File: config.mk
export PLATFORM = sky130hd
export DESIGN_NAME = udi_uart
export DESIGN_NICKNAME = d
export VERILOG_FILES = /design/src/design/udi_pkg.sv /design/src/design/udi_sync.sv /design/src/design/udi_uart.sv
export SDC_FILE = /design/constraint.sdc
export NUM_CORES = 1
export LEC_CHECK = 0
export BUFFER_PORTS_ARGS = -buffer_cell sky130_fd_sc_hd__buf_4
export CAP_MARGIN = 30
export CORE_ASPECT_RATIO = 1.2
export CORE_MARGIN = 4
export CORE_UTILIZATION = 45
export CTS_CLUSTER_SIZE = 24
export DETAILED_ROUTE_END_ITERATION = 16
export PLACE_DENSITY = 0.66
export RECOVER_POWER = 25
export SETUP_SLACK_MARGIN = 0.4
export SLEW_MARGIN = 20
export SYNTH_ARGS = -nofsm -noshare
export SYNTH_HDL_FRONTEND = slang
export SYNTH_SLANG_ARGS = --single-unit
File: constraint.sdc
create_clock -name clk -period 3.32 [get_ports clk]
set_clock_uncertainty 0.05 [all_clocks]
set_input_delay 0.664 -clock clk [delete_from_list [all_inputs] [get_ports clk]]
set_output_delay 0.664 -clock clk [all_outputs]
set_load 0.05 [all_outputs]
File: src/design/udi_pkg.sv
// constants, field layouts, carrier types and state codes of the serial channel
package udi_pkg;

  // register byte offsets
  localparam logic [5:0] OFF_MODE  = 6'h00;
  localparam logic [5:0] OFF_CTRL0 = 6'h04;
  localparam logic [5:0] OFF_CTRL1 = 6'h08;
  localparam logic [5:0] OFF_TXBUF = 6'h0C;
  localparam logic [5:0] OFF_RXBUF = 6'h10;
  localparam logic [5:0] OFF_BRG   = 6'h14;

  // channel mode register fields
  localparam int MODE_STOP2    = 0;
  localparam int MODE_PAR_ODD  = 1;
  localparam int MODE_PAR_EN   = 2;
  localparam int MODE_LINE_INV = 3;
  // first channel control register fields
  localparam int CTRL0_EDGE    = 0;
  localparam int CTRL0_ORDER   = 1;
  localparam int CTRL0_TX_BUSY = 2;
  // second channel control register fields
  localparam int CTRL1_TX_EN    = 0;
  localparam int CTRL1_TX_EMPTY = 1;
  localparam int CTRL1_RX_EN    = 2;
  localparam int CTRL1_RX_FULL  = 3;
  localparam int CTRL1_DATA_INV = 4;
  // receive buffer register flags
  localparam int RXBUF_OVERRUN = 12;
  localparam int RXBUF_FRAMING = 13;
  localparam int RXBUF_PARITY  = 14;
  localparam int RXBUF_FULL    = 15;

  // reset values
  localparam logic [15:0] BRG_RESET  = 16'h0000;
  localparam logic [7:0]  DATA_RESET = 8'h00;

  // sixteen divider ticks make one bit time
  localparam logic [3:0] PHASE_FALL   = 4'hF;
  localparam logic [3:0] PHASE_RISE   = 4'h7;
  localparam logic [3:0] PHASE_SAMPLE = 4'h7;
  localparam logic [3:0] DATA_BITS    = 4'h8;

  localparam logic [1:0] RESP_OKAY   = 2'b00;
  localparam logic [1:0] RESP_DECERR = 2'b11;

  typedef struct packed {
    logic lineInvert;
    logic parityEnable;
    logic parityOdd;
    logic stopBitCount;
  } udi_mode_t;

  typedef struct packed {
    logic dataInvert;
    logic rxEnable;
    logic txEnable;
    logic bitOrder;
    logic clockEdge;
  } udi_ctrl_t;

  typedef enum logic [4:0] {
    TX_IDLE   = 5'b00001,
    TX_START  = 5'b00010,
    TX_DATA   = 5'b00100,
    TX_PARITY = 5'b01000,
    TX_STOP   = 5'b10000
  } udi_tx_state_t;

  typedef enum logic [4:0] {
    RX_IDLE   = 5'b00001,
    RX_START  = 5'b00010,
    RX_DATA   = 5'b00100,
    RX_PARITY = 5'b01000,
    RX_STOP   = 5'b10000
  } udi_rx_state_t;

  function automatic logic udi_parity(input logic [7:0] data, input logic odd);
    udi_parity = (^data) ^ odd;
  endfunction

  function automatic logic udi_hit(input logic [31:0] addr, input logic [5:0] off);
    udi_hit = (addr[31:2] == {26'h0000000, off[5:2]});
  endfunction

endpackage

File: src/design/udi_sync.sv
// two-stage synchroniser for the serial input pin
module udi_sync (
  input  wire logic clk,
  input  wire logic reset_n,
  input  wire logic ce,
  input  wire logic asyncIn,
  output logic      syncOut
);
  logic stage1Reg;

  // resting line level is high, so both stages start there
  always_ff @(posedge clk or negedge reset_n) begin
    if (!reset_n) begin
      stage1Reg <= 1'b1;
      syncOut   <= 1'b1;
    end else if (ce) begin
      stage1Reg <= asyncIn;
      syncOut   <= stage1Reg;
    end
  end
endmodule // udi_sync

File: src/design/udi_uart.sv
// serial channel with data-logic and line-polarity inversion behind an AXI4-Lite slave
module udi_uart (
  input  wire logic         clk,
  input  wire logic         reset_n,
  input  wire logic         ce,
  input  wire logic [31:0]  s_axi_awaddr,
  input  wire logic         s_axi_awvalid,
  output logic              s_axi_awready,
  input  wire logic [31:0]  s_axi_wdata,
  input  wire logic [3:0]   s_axi_wstrb,
  input  wire logic         s_axi_wvalid,
  output logic              s_axi_wready,
  output logic [1:0]        s_axi_bresp,
  output logic              s_axi_bvalid,
  input  wire logic         s_axi_bready,
  input  wire logic [31:0]  s_axi_araddr,
  input  wire logic         s_axi_arvalid,
  output logic              s_axi_arready,
  output logic [31:0]       s_axi_rdata,
  output logic [1:0]        s_axi_rresp,
  output logic              s_axi_rvalid,
  input  wire logic         s_axi_rready,
  input  wire logic         serialInputPin,
  output logic              serialOutputPin
);
  import udi_pkg::*;

  udi_mode_t     modeReg;
  udi_ctrl_t     ctrlReg;
  logic [15:0]   brgReg;
  logic [15:0]   brgCntReg;
  logic          tick;

  logic [31:0]   awAddrReg;
  logic [31:0]   wDataReg;
  logic [3:0]    wStrbReg;
  logic          awHeldReg;
  logic          wHeldReg;
  logic          doWrite;
  logic          rdTake;
  logic [31:0]   rdNext;
  logic          rdHit;

  logic [7:0]    txBufReg;
  logic          txEmptyReg;
  logic          txTake;
  logic          txBufWrite;
  udi_tx_state_t txState;
  logic [3:0]    txPhaseReg;
  logic          txEdge;
  logic [7:0]    txShiftReg;
  logic [3:0]    txCntReg;
  logic          txParReg;
  logic          txStopReg;
  logic          txNextBit;

  logic          rxSync;
  logic          rxLine;
  udi_rx_state_t rxState;
  logic [3:0]    rxPhaseReg;
  logic          rxSample;
  logic [7:0]    rxShiftReg;
  logic [3:0]    rxCntReg;
  logic          rxParErrReg;
  logic          rxStopReg;
  logic          rxDone;
  logic          rxFrmErr;
  logic [7:0]    rxBufReg;
  logic          rxFullReg;
  logic          rxOvrReg;
  logic          rxFrmReg;
  logic          rxParReg;
  logic          rxBufRead;

  // ---------------- bit-rate divider, shared by both directions
  assign tick = ce && (brgCntReg == brgReg);

  always_ff @(posedge clk or negedge reset_n) begin
    if (!reset_n) begin
      brgCntReg <= 16'h0000;
    end else if (ce) begin
      brgCntReg <= tick ? 16'h0000 : brgCntReg + 16'h0001;
    end
  end

  // ---------------- AXI4-Lite write path
  assign doWrite    = awHeldReg && wHeldReg && !s_axi_bvalid;
  assign txBufWrite = doWrite && udi_hit(awAddrReg, OFF_TXBUF) && wStrbReg[0];

  always_ff @(posedge clk or negedge reset_n) begin
    if (!reset_n) begin
      awAddrReg     <= 32'h00000000;
      wDataReg      <= 32'h00000000;
      wStrbReg      <= 4'h0;
      awHeldReg     <= 1'b0;
      wHeldReg      <= 1'b0;
      s_axi_awready <= 1'b1;
      s_axi_wready  <= 1'b1;
      s_axi_bvalid  <= 1'b0;
      s_axi_bresp   <= RESP_OKAY;
    end else if (ce) begin
      if (s_axi_awvalid && s_axi_awready) begin
        awAddrReg     <= s_axi_awaddr;
        awHeldReg     <= 1'b1;
        s_axi_awready <= 1'b0;
      end
      if (s_axi_wvalid && s_axi_wready) begin
        wDataReg     <= s_axi_wdata;
        wStrbReg     <= s_axi_wstrb;
        wHeldReg     <= 1'b1;
        s_axi_wready <= 1'b0;
      end
      if (doWrite) begin
        s_axi_bvalid <= 1'b1;
        s_axi_bresp  <= (udi_hit(awAddrReg, OFF_MODE)  || udi_hit(awAddrReg, OFF_CTRL0) ||
                         udi_hit(awAddrReg, OFF_CTRL1) || udi_hit(awAddrReg, OFF_TXBUF) ||
                         udi_hit(awAddrReg, OFF_RXBUF) || udi_hit(awAddrReg, OFF_BRG))
                        ? RESP_OKAY : RESP_DECERR;
      end
      if (s_axi_bvalid && s_axi_bready) begin
        s_axi_bvalid  <= 1'b0;
        awHeldReg     <= 1'b0;
        wHeldReg      <= 1'b0;
        s_axi_awready <= 1'b1;
        s_axi_wready  <= 1'b1;
      end
    end
  end

  // configuration registers; the receive buffer and status bits ignore writes
  always_ff @(posedge clk or negedge reset_n) begin
    if (!reset_n) begin
      modeReg <= '0;
      ctrlReg <= '0;
      brgReg  <= BRG_RESET;
    end else if (ce && doWrite) begin
      if (udi_hit(awAddrReg, OFF_MODE) && wStrbReg[0]) begin
        modeReg.stopBitCount <= wDataReg[MODE_STOP2];
        modeReg.parityOdd    <= wDataReg[MODE_PAR_ODD];
        modeReg.parityEnable <= wDataReg[MODE_PAR_EN];
        modeReg.lineInvert   <= wDataReg[MODE_LINE_INV];
      end
      if (udi_hit(awAddrReg, OFF_CTRL0) && wStrbReg[0]) begin
        ctrlReg.clockEdge <= wDataReg[CTRL0_EDGE];
        ctrlReg.bitOrder  <= wDataReg[CTRL0_ORDER];
      end
      if (udi_hit(awAddrReg, OFF_CTRL1) && wStrbReg[0]) begin
        ctrlReg.txEnable   <= wDataReg[CTRL1_TX_EN];
        ctrlReg.rxEnable   <= wDataReg[CTRL1_RX_EN];
        ctrlReg.dataInvert <= wDataReg[CTRL1_DATA_INV];
      end
      if (udi_hit(awAddrReg, OFF_BRG)) begin
        if (wStrbReg[0]) brgReg[7:0]  <= wDataReg[7:0];
        if (wStrbReg[1]) brgReg[15:8] <= wDataReg[15:8];
      end
    end
  end

  // ---------------- AXI4-Lite read path
  assign rdTake    = s_axi_arvalid && s_axi_arready;
  assign rxBufRead = ce && rdTake && udi_hit(s_axi_araddr, OFF_RXBUF);

  always_comb begin
    rdNext = 32'h00000000;
    rdHit  = 1'b1;
    if (udi_hit(s_axi_araddr, OFF_MODE)) begin
      rdNext[MODE_STOP2]    = modeReg.stopBitCount;
      rdNext[MODE_PAR_ODD]  = modeReg.parityOdd;
      rdNext[MODE_PAR_EN]   = modeReg.parityEnable;
      rdNext[MODE_LINE_INV] = modeReg.lineInvert;
    end else if (udi_hit(s_axi_araddr, OFF_CTRL0)) begin
      rdNext[CTRL0_EDGE]    = ctrlReg.clockEdge;
      rdNext[CTRL0_ORDER]   = ctrlReg.bitOrder;
      rdNext[CTRL0_TX_BUSY] = (txState != TX_IDLE);
    end else if (udi_hit(s_axi_araddr, OFF_CTRL1)) begin
      rdNext[CTRL1_TX_EN]    = ctrlReg.txEnable;
      rdNext[CTRL1_TX_EMPTY] = txEmptyReg;
      rdNext[CTRL1_RX_EN]    = ctrlReg.rxEnable;
      rdNext[CTRL1_RX_FULL]  = rxFullReg;
      rdNext[CTRL1_DATA_INV] = ctrlReg.dataInvert;
    end else if (udi_hit(s_axi_araddr, OFF_TXBUF)) begin
      rdNext[7:0] = txBufReg;
    end else if (udi_hit(s_axi_araddr, OFF_RXBUF)) begin
      rdNext[7:0]           = rxBufReg ^ {8{ctrlReg.dataInvert}};
      rdNext[RXBUF_OVERRUN] = rxOvrReg;
      rdNext[RXBUF_FRAMING] = rxFrmReg;
      rdNext[RXBUF_PARITY]  = rxParReg;
      rdNext[RXBUF_FULL]    = rxFullReg;
    end else if (udi_hit(s_axi_araddr, OFF_BRG)) begin
      rdNext[15:0] = brgReg;
    end else begin
      rdHit = 1'b0;
    end
  end

  always_ff @(posedge clk or negedge reset_n) begin
    if (!reset_n) begin
      s_axi_arready <= 1'b1;
      s_axi_rvalid  <= 1'b0;
      s_axi_rdata   <= 32'h00000000;
      s_axi_rresp   <= RESP_OKAY;
    end else if (ce) begin
      if (rdTake) begin
        s_axi_arready <= 1'b0;
        s_axi_rvalid  <= 1'b1;
        s_axi_rdata   <= rdNext;
        s_axi_rresp   <= rdHit ? RESP_OKAY : RESP_DECERR;
      end else if (s_axi_rvalid && s_axi_rready) begin
        s_axi_rvalid  <= 1'b0;
        s_axi_arready <= 1'b1;
      end
    end
  end

  // ---------------- transmit buffer; a write in the take cycle keeps it full
  always_ff @(posedge clk or negedge reset_n) begin
    if (!reset_n) begin
      txBufReg   <= DATA_RESET;
      txEmptyReg <= 1'b1;
    end else if (ce) begin
      if (txTake) begin
        txEmptyReg <= 1'b1;
      end
      if (txBufWrite) begin
        txBufReg   <= wDataReg[7:0];
        txEmptyReg <= 1'b0;
      end
    end
  end

  // ---------------- transmitter
  always_ff @(posedge clk or negedge reset_n) begin
    if (!reset_n) begin
      txPhaseReg <= 4'h0;
    end else if (tick) begin
      txPhaseReg <= txPhaseReg + 4'h1;
    end
  end

  // the bit boundary is the falling or the rising edge of the transfer clock
  assign txEdge    = tick && (txPhaseReg == (ctrlReg.clockEdge ? PHASE_RISE : PHASE_FALL));
  assign txNextBit = ctrlReg.bitOrder ? txShiftReg[7] : txShiftReg[0];
  assign txTake    = ce && (txState == TX_IDLE) && txEdge && ctrlReg.txEnable && !txEmptyReg;

  // the pin flop holds the line level already xored with the polarity, so
  // the output needs no gate after it; idle and stop levels flip too
  always_ff @(posedge clk or negedge reset_n) begin
    if (!reset_n) begin
      txState         <= TX_IDLE;
      txShiftReg      <= DATA_RESET;
      txCntReg        <= 4'h0;
      txParReg        <= 1'b0;
      txStopReg       <= 1'b0;
      serialOutputPin <= 1'b1;
    end else if (ce) begin
      unique case (txState)
        TX_IDLE: begin
          serialOutputPin <= 1'b1 ^ modeReg.lineInvert;
          if (txTake) begin
            txShiftReg      <= txBufReg ^ {8{ctrlReg.dataInvert}};
            txParReg        <= udi_parity(txBufReg ^ {8{ctrlReg.dataInvert}}, modeReg.parityOdd);
            txCntReg        <= 4'h0;
            serialOutputPin <= 1'b0 ^ modeReg.lineInvert;
            txState         <= TX_START;
          end
        end
        TX_START: begin
          if (txEdge) begin
            serialOutputPin <= txNextBit ^ modeReg.lineInvert;
            txShiftReg      <= ctrlReg.bitOrder ? {txShiftReg[6:0], 1'b0} : {1'b0, txShiftReg[7:1]};
            txCntReg        <= 4'h1;
            txState         <= TX_DATA;
          end
        end
        TX_DATA: begin
          if (txEdge) begin
            if (txCntReg == DATA_BITS) begin
              txStopReg <= 1'b0;
              if (modeReg.parityEnable) begin
                serialOutputPin <= txParReg ^ modeReg.lineInvert;
                txState         <= TX_PARITY;
              end else begin
                serialOutputPin <= 1'b1 ^ modeReg.lineInvert;
                txState         <= TX_STOP;
              end
            end else begin
              serialOutputPin <= txNextBit ^ modeReg.lineInvert;
              txShiftReg      <= ctrlReg.bitOrder ? {txShiftReg[6:0], 1'b0} : {1'b0, txShiftReg[7:1]};
              txCntReg        <= txCntReg + 4'h1;
            end
          end
        end
        TX_PARITY: begin
          if (txEdge) begin
            serialOutputPin <= 1'b1 ^ modeReg.lineInvert;
            txState         <= TX_STOP;
          end
        end
        TX_STOP: begin
          if (txEdge) begin
            if (modeReg.stopBitCount && !txStopReg) begin
              txStopReg <= 1'b1;
            end else begin
              txState <= TX_IDLE;
            end
          end
        end
      endcase
    end
  end

  // ---------------- receiver
  udi_sync rxSyncInst (
    .clk     (clk),
    .reset_n (reset_n),
    .ce      (ce),
    .asyncIn (serialInputPin),
    .syncOut (rxSync)
  );

  assign rxLine   = rxSync ^ modeReg.lineInvert;
  assign rxSample = tick && (rxPhaseReg == PHASE_SAMPLE);
  assign rxDone   = ce && (rxState == RX_STOP) && rxSample && !(modeReg.stopBitCount && (rxCntReg == DATA_BITS));
  assign rxFrmErr = rxStopReg ? 1'b0 : !rxLine;

  // a bit is taken near its middle, eight ticks after the start edge
  always_ff @(posedge clk or negedge reset_n) begin
    if (!reset_n) begin
      rxState     <= RX_IDLE;
      rxPhaseReg  <= 4'h0;
      rxShiftReg  <= DATA_RESET;
      rxCntReg    <= 4'h0;
      rxParErrReg <= 1'b0;
      rxStopReg   <= 1'b0;
    end else if (ce) begin
      if (tick) begin
        rxPhaseReg <= rxPhaseReg + 4'h1;
      end
      unique case (rxState)
        RX_IDLE: begin
          if (ctrlReg.rxEnable && !rxLine) begin
            rxPhaseReg <= 4'h0;
            rxState    <= RX_START;
          end
        end
        RX_START: begin
          if (rxSample) begin
            rxCntReg    <= 4'h0;
            rxParErrReg <= 1'b0;
            rxStopReg   <= 1'b0;
            rxState     <= rxLine ? RX_IDLE : RX_DATA;
          end
        end
        RX_DATA: begin
          if (rxSample) begin
            rxShiftReg <= ctrlReg.bitOrder ? {rxShiftReg[6:0], rxLine} : {rxLine, rxShiftReg[7:1]};
            rxCntReg   <= rxCntReg + 4'h1;
            if (rxCntReg == DATA_BITS - 4'h1) begin
              rxState <= modeReg.parityEnable ? RX_PARITY : RX_STOP;
            end
          end
        end
        RX_PARITY: begin
          if (rxSample) begin
            rxParErrReg <= rxLine != udi_parity(rxShiftReg, modeReg.parityOdd);
            rxState     <= RX_STOP;
          end
        end
        RX_STOP: begin
          if (rxSample) begin
            if (modeReg.stopBitCount && (rxCntReg == DATA_BITS)) begin
              // clearing the count marks the first of two stop bits as seen
              rxStopReg <= !rxLine; // remembers a bad first stop bit
              rxCntReg  <= 4'h0;
            end else begin
              rxState <= RX_IDLE;
            end
          end
        end
      endcase
    end
  end

  // receive buffer keeps line data; a frame landing on a read still sets full
  always_ff @(posedge clk or negedge reset_n) begin
    if (!reset_n) begin
      rxBufReg  <= DATA_RESET;
      rxFullReg <= 1'b0;
      rxOvrReg  <= 1'b0;
      rxFrmReg  <= 1'b0;
      rxParReg  <= 1'b0;
    end else if (ce) begin
      if (rxBufRead) begin
        rxFullReg <= 1'b0;
        rxOvrReg  <= 1'b0;
        rxFrmReg  <= 1'b0;
        rxParReg  <= 1'b0;
      end
      if (rxDone) begin
        rxBufReg  <= rxShiftReg;
        rxFullReg <= 1'b1;
        rxOvrReg  <= rxFullReg && !rxBufRead;
        rxFrmReg  <= rxFrmErr || (modeReg.stopBitCount && rxStopReg);
        rxParReg  <= modeReg.parityEnable && rxParErrReg;
      end
    end
  end
endmodule // udi_uart

==> impl_results.md, run 1 <==
* Status: complete, but fails checks
* Failing checks: capacitance limit, slew limit
* Clock edge transition at the registers on the reported setup and hold paths at ~0.08 ns
* Worst path required time at around 3.6 ns
* Sequential share of power at 46.3%
* Die W at between 100 and 150 um
* Share of cells above drive strength 1 at about 28%
* WL met1 at around 9 mm
* Initial antenna violation count at 0
* Detail Placement HPWL at 15.2 mm
* Drt wl/cell at ~16 um
* Setup TNS at 0 ns
* Arrival time at the worst endpoint at around 2.9 ns
* Max-cap violations at 1
* Io pins at between 150 and 200
* Core ar. at roughly 20000 um^2
* Register bit count reported by yosys at 184
* Fillers at 1785
* Max VDD drop at around 0.00050 V
* Slowest-stage cell, CP: dfrtp_1
* Critical path buffers and inverters at 1
* Die Height at approximately 170 um
* Ant. Diodes at 0
* Max Fclk at 0.385 GHz
* CTS max path bufs at 2
* CP delay by family, top: simple AND/OR/NAND/NOR gates
* Global-route wire length before repair at approximately 33 mm
* FP Rows at 57
* Final Hold Viols at 0
* Hold Crit Class: in2reg
* Synth Warn # at 0
* Clock tree from TritonCTS: built
* Total CTS buffers at 17
* Commonest cells after routing, fill and taps aside: dfrtp_1 (175), buf_4 (125), nand2_1 (92)
* Gr ovfl total at 0
* Synth Area in XOR/XNOR at 6.97%
* PwrDens at 610 nW/um^2
* RSZ-0062 raised after global routing: false
* Clock sinks at between 150 and 200
* Sw Share at approximately 33%
* Clk_lat worst skew at around 0.44 ns
* Via density at 5.35
* Final WL at slightly above 20 mm
* WS Path Type: reg2reg
* Largest family of logic cells by synthesized area: simple AND/OR/NAND/NOR gates
* CP Capture Type: flop
* Number of port buffers at between 100 and 150
* Die area at about 23000 um^2
* 1st-iter DRT viols at about 390
* Highest cell delay on the worst timing path at roughly 0.44 ns
* DR top layer: met4
* Cell variety after synth at 67
* Synth Area in Adders at 0.944%
* Synth Area per Inst at ~11 um^2
* Vias at ~6600
* Register area share after synthesis at between 40% and 50%
* Mux cell area share after synthesis at about 15%
* FFs w/ async S/R, synth at 100%
* Post-CTS Setup Inserts at 0
* Post-CTS Hold Fix Bufs at 0
* Setup crit start kind: flop
* Relative slew slack at -33.4%
* Fin crit period at approximately 2.6 ns
* Number of synthesized flops with an enable pin at 0
* Synth Flop Type: dfrtp_1
* H-tree Lvls at 4
* Syn Std Cell Area at approximately 9300 um^2
* Combinational power share at about a quarter
* Int Pwr at between 0.004 and 0.005 W
* Final Slew Violations at 79
* Vias in the first global route at 6521
* Simple-gate portion of the synthesized area at between 10% and 20%
* Syn Inst Count at about 850
* Root buf cell: clkbuf_16
* PostCTS Resize Cnt at 0
* Starting Density at between 40% and 50%
* Overall routing resource usage at between 10% and 20%
* Largest fanout on the critical path at 10
* Util after Layout at 54.0%
* Gpl congestion at 0.832
* WL met3 at 814 um
* Worst Tran Pin Value at 2.00 ns
* # DRC at 0
* Period utilisation layout at between 70% and 80%
* First-pass detailed-route iteration total at 5
* Final setup viols at 0
* Compound-Gate Fraction of Synth Area at under 10%
* Layout area overhead at 17.9%
* Sw Pwr at 0.00222 W
* Critical path, cell by cell: xnor2_1 -> nand4_1 -> nor4_4 -> buf_4 -> and2_1 -> nand3_1 -> mux2_1
* Pin count of the biggest net entering global routing at 80
* Met2 Routed Length at roughly 10 mm
* # nets final at 1080
* Clock Power Share at 30.2%
* Commonest non-fill, non-tap cell in the layout: dfrtp_1
* Leakage at around 5.0 nW
* Antenna viol nets, final at 0
==> final cells by class <==
class | instances | area, um^2 | share of cell area (%)
clock buffer | 17 | 425 | 3.89
clock inverter | 15 | 175 | 1.60
inverter | 14 | 52.6 | 0.480
multi-input combinational | 619 | 4370 | 40.0
sequential | 184 | 4620 | 42.2
tap | 265 | 332 | 3.03
timing repair buffer | 128 | 967 | 8.84
==> worst paths after layout <==
path / endpoint / from / slack [ns] / cells after the start
setup / recovery: rxParErrReg / brgCntReg[2] / 0.72 / 7
hold / removal: awAddrReg[19] / s_axi_awaddr[19] / 0.40 / 2
setup reg to reg: rxParErrReg / brgCntReg[2] / 0.72 / 7
hold reg to reg: s_axi_wready / s_axi_wready / 0.42 / 2
max in group asynchronous: rxState[0] / reset_n / 1.14 / 2
min in group asynchronous: txState[3] / reset_n / 0.75 / 1
==> registers in the layout, indices dropped and copies added, names as in the netlist, 2 cells and up <==
signal	flops
txCntReg	4
wStrbReg	2
rxShiftReg	8
rxPhaseReg	4
txShiftReg	8
modeReg	4
brgReg	16
txPhaseReg	4
awAddrReg	30
brgCntReg	16
rxState	5
rxCntReg	4
ctrlReg	5
s_axi_rdata	16
txBufReg	8
rxBufReg	8
txState	5
wDataReg	16
==> synth_stat cells, types with 8 or more instances <==
| cell type | n | area (um^2) |
|---|---|---|
| inv_1 | 13 | 48.8 |
| and3_1 | 8 | 50.1 |
| clkbuf_1 | 16 | 60.1 |
| nand3_1 | 32 | 160 |
| buf_4 | 19 | 143 |
| nor2_1 | 50 | 188 |
| nand2_1 | 92 | 345 |
| o21ai_0 | 50 | 250 |
| a21oi_1 | 22 | 110 |
| buf_1 | 8 | 30.0 |
| xor2_1 | 26 | 228 |
| nor3_1 | 8 | 40.0 |
| xnor2_1 | 46 | 403 |
| nand4_1 | 18 | 113 |
| nor4_1 | 12 | 75.1 |
| mux2i_1 | 25 | 250 |
| mux2_2 | 85 | 957 |
| nor2b_1 | 14 | 87.6 |
| dfstp_2 | 9 | 236 |
| mux2_1 | 14 | 158 |
| dfrtp_1 | 175 | 4380 |
==> through the flow <==
| step | cells | power, W | setup slack (ns) | hold WS, ns | area, um^2 |
|---|---|---|---|---|---|
| 5_1_grt | 1242 | 0.00706 | 0.604 | 0.381 | 10900 |
| 6_report | 1242 | 0.00667 | 0.722 | 0.398 | 10900 |
| 4_1_cts | 1242 | 0.00675 | 0.698 | 0.228 | 11000 |
| 3_5_place_dp | 1210 | 0.00472 | 0.679 | 0.410 | 10300 |
| 3_3_place_gp | 1210 | 0.00467 | 0.719 | 0.409 | 10300 |
| 2_1_floorplan | 869 | 0.00426 | 1.08 | 0.318 | 9340 |
==> cells by family (layout without fill, tap and decap cells) <==
logic type,after synthesis,in the layout
multiplexers,124,124
XOR/XNOR,73,73
other,1,16
AO/OA/AOI/OAI,124,124
AND/OR/NAND/NOR,275,275
buffers and inverters,66,174
flip-flops,184,184
adder cells (fa/ha/maj),7,7
==> routing by layer <==
| layer | track usage (%) | up-vias |
|---|---|---|
| met5 | 0 | - |
| met3 | 4.03 | 32 |
| met1 | 23.8 | 3276 |
| met2 | 29.8 | 125 |
| met4 | 6.14 | 0 |
| li1 | - | 3216 |
==> power groups by stage <==
stage	sequential (W)	combinational [W]	clock, W
2_1_floorplan	0.00305	0.00120	0
3_3_place_gp	0.00312	0.00155	0
3_5_place_dp	0.00313	0.00158	0
4_1_cts	0.00309	0.00159	0.00207
5_1_grt	0.00316	0.00174	0.00216
6_report	0.00309	0.00157	0.00202
No activity file was read; power rests on OpenSTA's default activity.
==> run 2, diff against run 1 <==
Clock period 3.32 ns to 2.4 ns, I/O delays scaled along.
==> impl_results.md, run 2 (synthesized netlist as in run 1, its figures left out) <==
* Final WL at 21.1 mm
* Setup TNS at 0 ns
* Die area at between 20000 and 25000 um^2
* Die W at between 100 and 150 um
* H-tree Lvls at 4
* # nets final at 1122
* Period utilisation layout at between 90% and 100%
* DR top layer: met4
* Util after Layout at between 50 and 60%
* Initial antenna violation count at 0
* Pre-CTS WS at about 0.11 ns
* CTS max path bufs at 2
* WS Path Type: in2reg
* Highest cell delay on the worst timing path at roughly 0.84 ns
* Hold Crit Class: in2reg
* WL met1 at a little over 9 mm
* Worst Tran Pin Value at around 1.1 ns
* Relative slew slack at approximately 26%
* Global-route wire length before repair at approximately 35 mm
* Max-cap violations at 0
* Vias at 6806
* Met2 Routed Length at between 10 and 15 mm
* Clk_lat worst skew at approximately 0.43 ns
* CP delay by family, top: buffers and inverters
* # DRC at 0
* Overall routing resource usage at between 10% and 20%
* Critical path buffers and inverters at 2
* Total CTS buffers at 17
* Ant. Diodes at 0
* Largest fanout on the critical path at 17
* Drt wl/cell at about 16 um
* Reg area at roughly 4600 um^2
* Fin crit period at approximately 2.2 ns
* Core ar. at ~20000 um^2
* Reg with most FFs: awAddrReg
* Slowest-stage cell, CP: clkbuf_1
* Number of port buffers at 112
* PwrDens at 831 nW/um^2
* Final setup viols at 0
* Arrival time at the worst endpoint at roughly 2.5 ns
* Share of cells above drive strength 1 at 33.5%
* Max VDD drop at 0.000620 V
* Hold Slack at about 0.22 ns
* Setup crit start kind: primary input
* Gpl congestion at between 0.8 and 0.9
* 1st-iter DRT viols at 344
* Antenna viol nets, final at 0
* Detail Placement HPWL at 15.7 mm
* Clock sinks at 184
* Max Fclk at ~0.45 GHz
* Die Height at 165 um
* WL met3 at roughly 950 um
* Fillers at about 1800
* FP Rows at between 50 and 60
* RSZ-0062 raised after global routing: true
* Worst path required time at roughly 2.7 ns
* Via density at between 5 and 6
* Commonest cells after routing, fill and taps aside: dfrtp_1 (169), buf_4 (153), nand2_1 (89)
* Commonest non-fill, non-tap cell in the layout: dfrtp_1
* Root buf cell: clkbuf_16
* Clock edge transition at the registers on the reported setup and hold paths at ~0.080 ns
* Leakage at 5.20 nW
* Vias in the first global route at 6781
* Critical path, cell by cell: buf_4 -> clkbuf_1 -> o31ai_4 -> nor2_1 -> a31oi_4 -> a21oi_2 -> mux2_1
* CP Capture Type: flop
* Worst setup margin at between 0.15 and 0.2 ns
* First-pass detailed-route iteration total at 5
* Clock tree from TritonCTS: built
* Max reg flops at 30
* Multi-input logic area at 4520 um^2
* Status: finished clean
* Layout area overhead at 23.2%
* Io pins at approximately 150
* Starting Density at a little under half
* Final Slew Violations at 0
* Pin count of the biggest net entering global routing at 63
* Final Hold Viols at 0
* Gr ovfl total at 0
run 2: cell types whose count changed in the layout (fill, tap and decap cells not counted), sizes merged:
cell,previous run,this run
clkbuf,19,25
clkinvlp,1,2
inv,22,20
dlygate4sd3,0,1
buf,126,162
run 2: power breakdown:
| group | leakage, nW | internal (W) | switching [W] |
|---|---|---|---|
| combinational | 2.53 | 0.00121 | 0.00122 |
| clock | 0.283 | 0.00142 | 0.00134 |
| sequential | 2.39 | 0.00374 | 0.000580 |
run 2: what timing repair did:
action	4_1_cts	5_1_grt
pin swaps	7	3
hold buffers	1	0
buffers inserted	11	6
hold endpoints to repair	2	0
cloned	1	0
gates resized for setup	26	9
endpoints found under the setup margin	79	104
run 2: path summary, 6_finish.rpt:
path                            depth (start not counted)       endpoint             from  slack, ns
worst min register to register                          2  s_axi_awready    s_axi_awready       0.43
min in group asynchronous                               2    txCntReg[2]          reset_n       0.56
worst max register to register                          7     rxState[4]     brgCntReg[2]       0.20
worst min-delay path                                    2   wDataReg[13]  s_axi_wdata[13]       0.22
max in group asynchronous                               3  brgCntReg[10]          reset_n       0.58
worst max-delay path                                    7     txState[4]               ce       0.20
run 2: final cells by class:
type / count / area share (%)
multi-input cells: 619 / 39.5
clock inverters: 14 / 1.33
well taps: 265 / 2.90
repair buffers: 170 / 11.5
inverters: 14 / 0.460
flip-flops and latches: 184 / 40.4
clock buffers: 18 / 3.84
run 2: metrics by stage:
step	area, um^2	cells	total power [W]
finish	11400	1284	0.00950
global route	11400	1284	0.0101
CTS	11400	1278	0.00954
detailed placement	10600	1233	0.00666
global placement	10600	1233	0.00658
floorplan	9390	869	0.00592
run 2: metal layers:
layer,vias up,GRT usage (%)
met5,-,0
met4,0,6.18
met3,31,3.49
met2,151,31.8
met1,3329,24.3
li1,3295,-
run 2: worst register-to-register path: cells and delay by family (launching register included):
family	cells	cell delay [ns]
AO/OA/AOI/OAI	1	0.13
buffers and inverters	1	0.19
multiplexers	1	0.38
AND/OR/NAND/NOR	3	0.68
flip-flops	1	0.46
XOR/XNOR	1	0.19
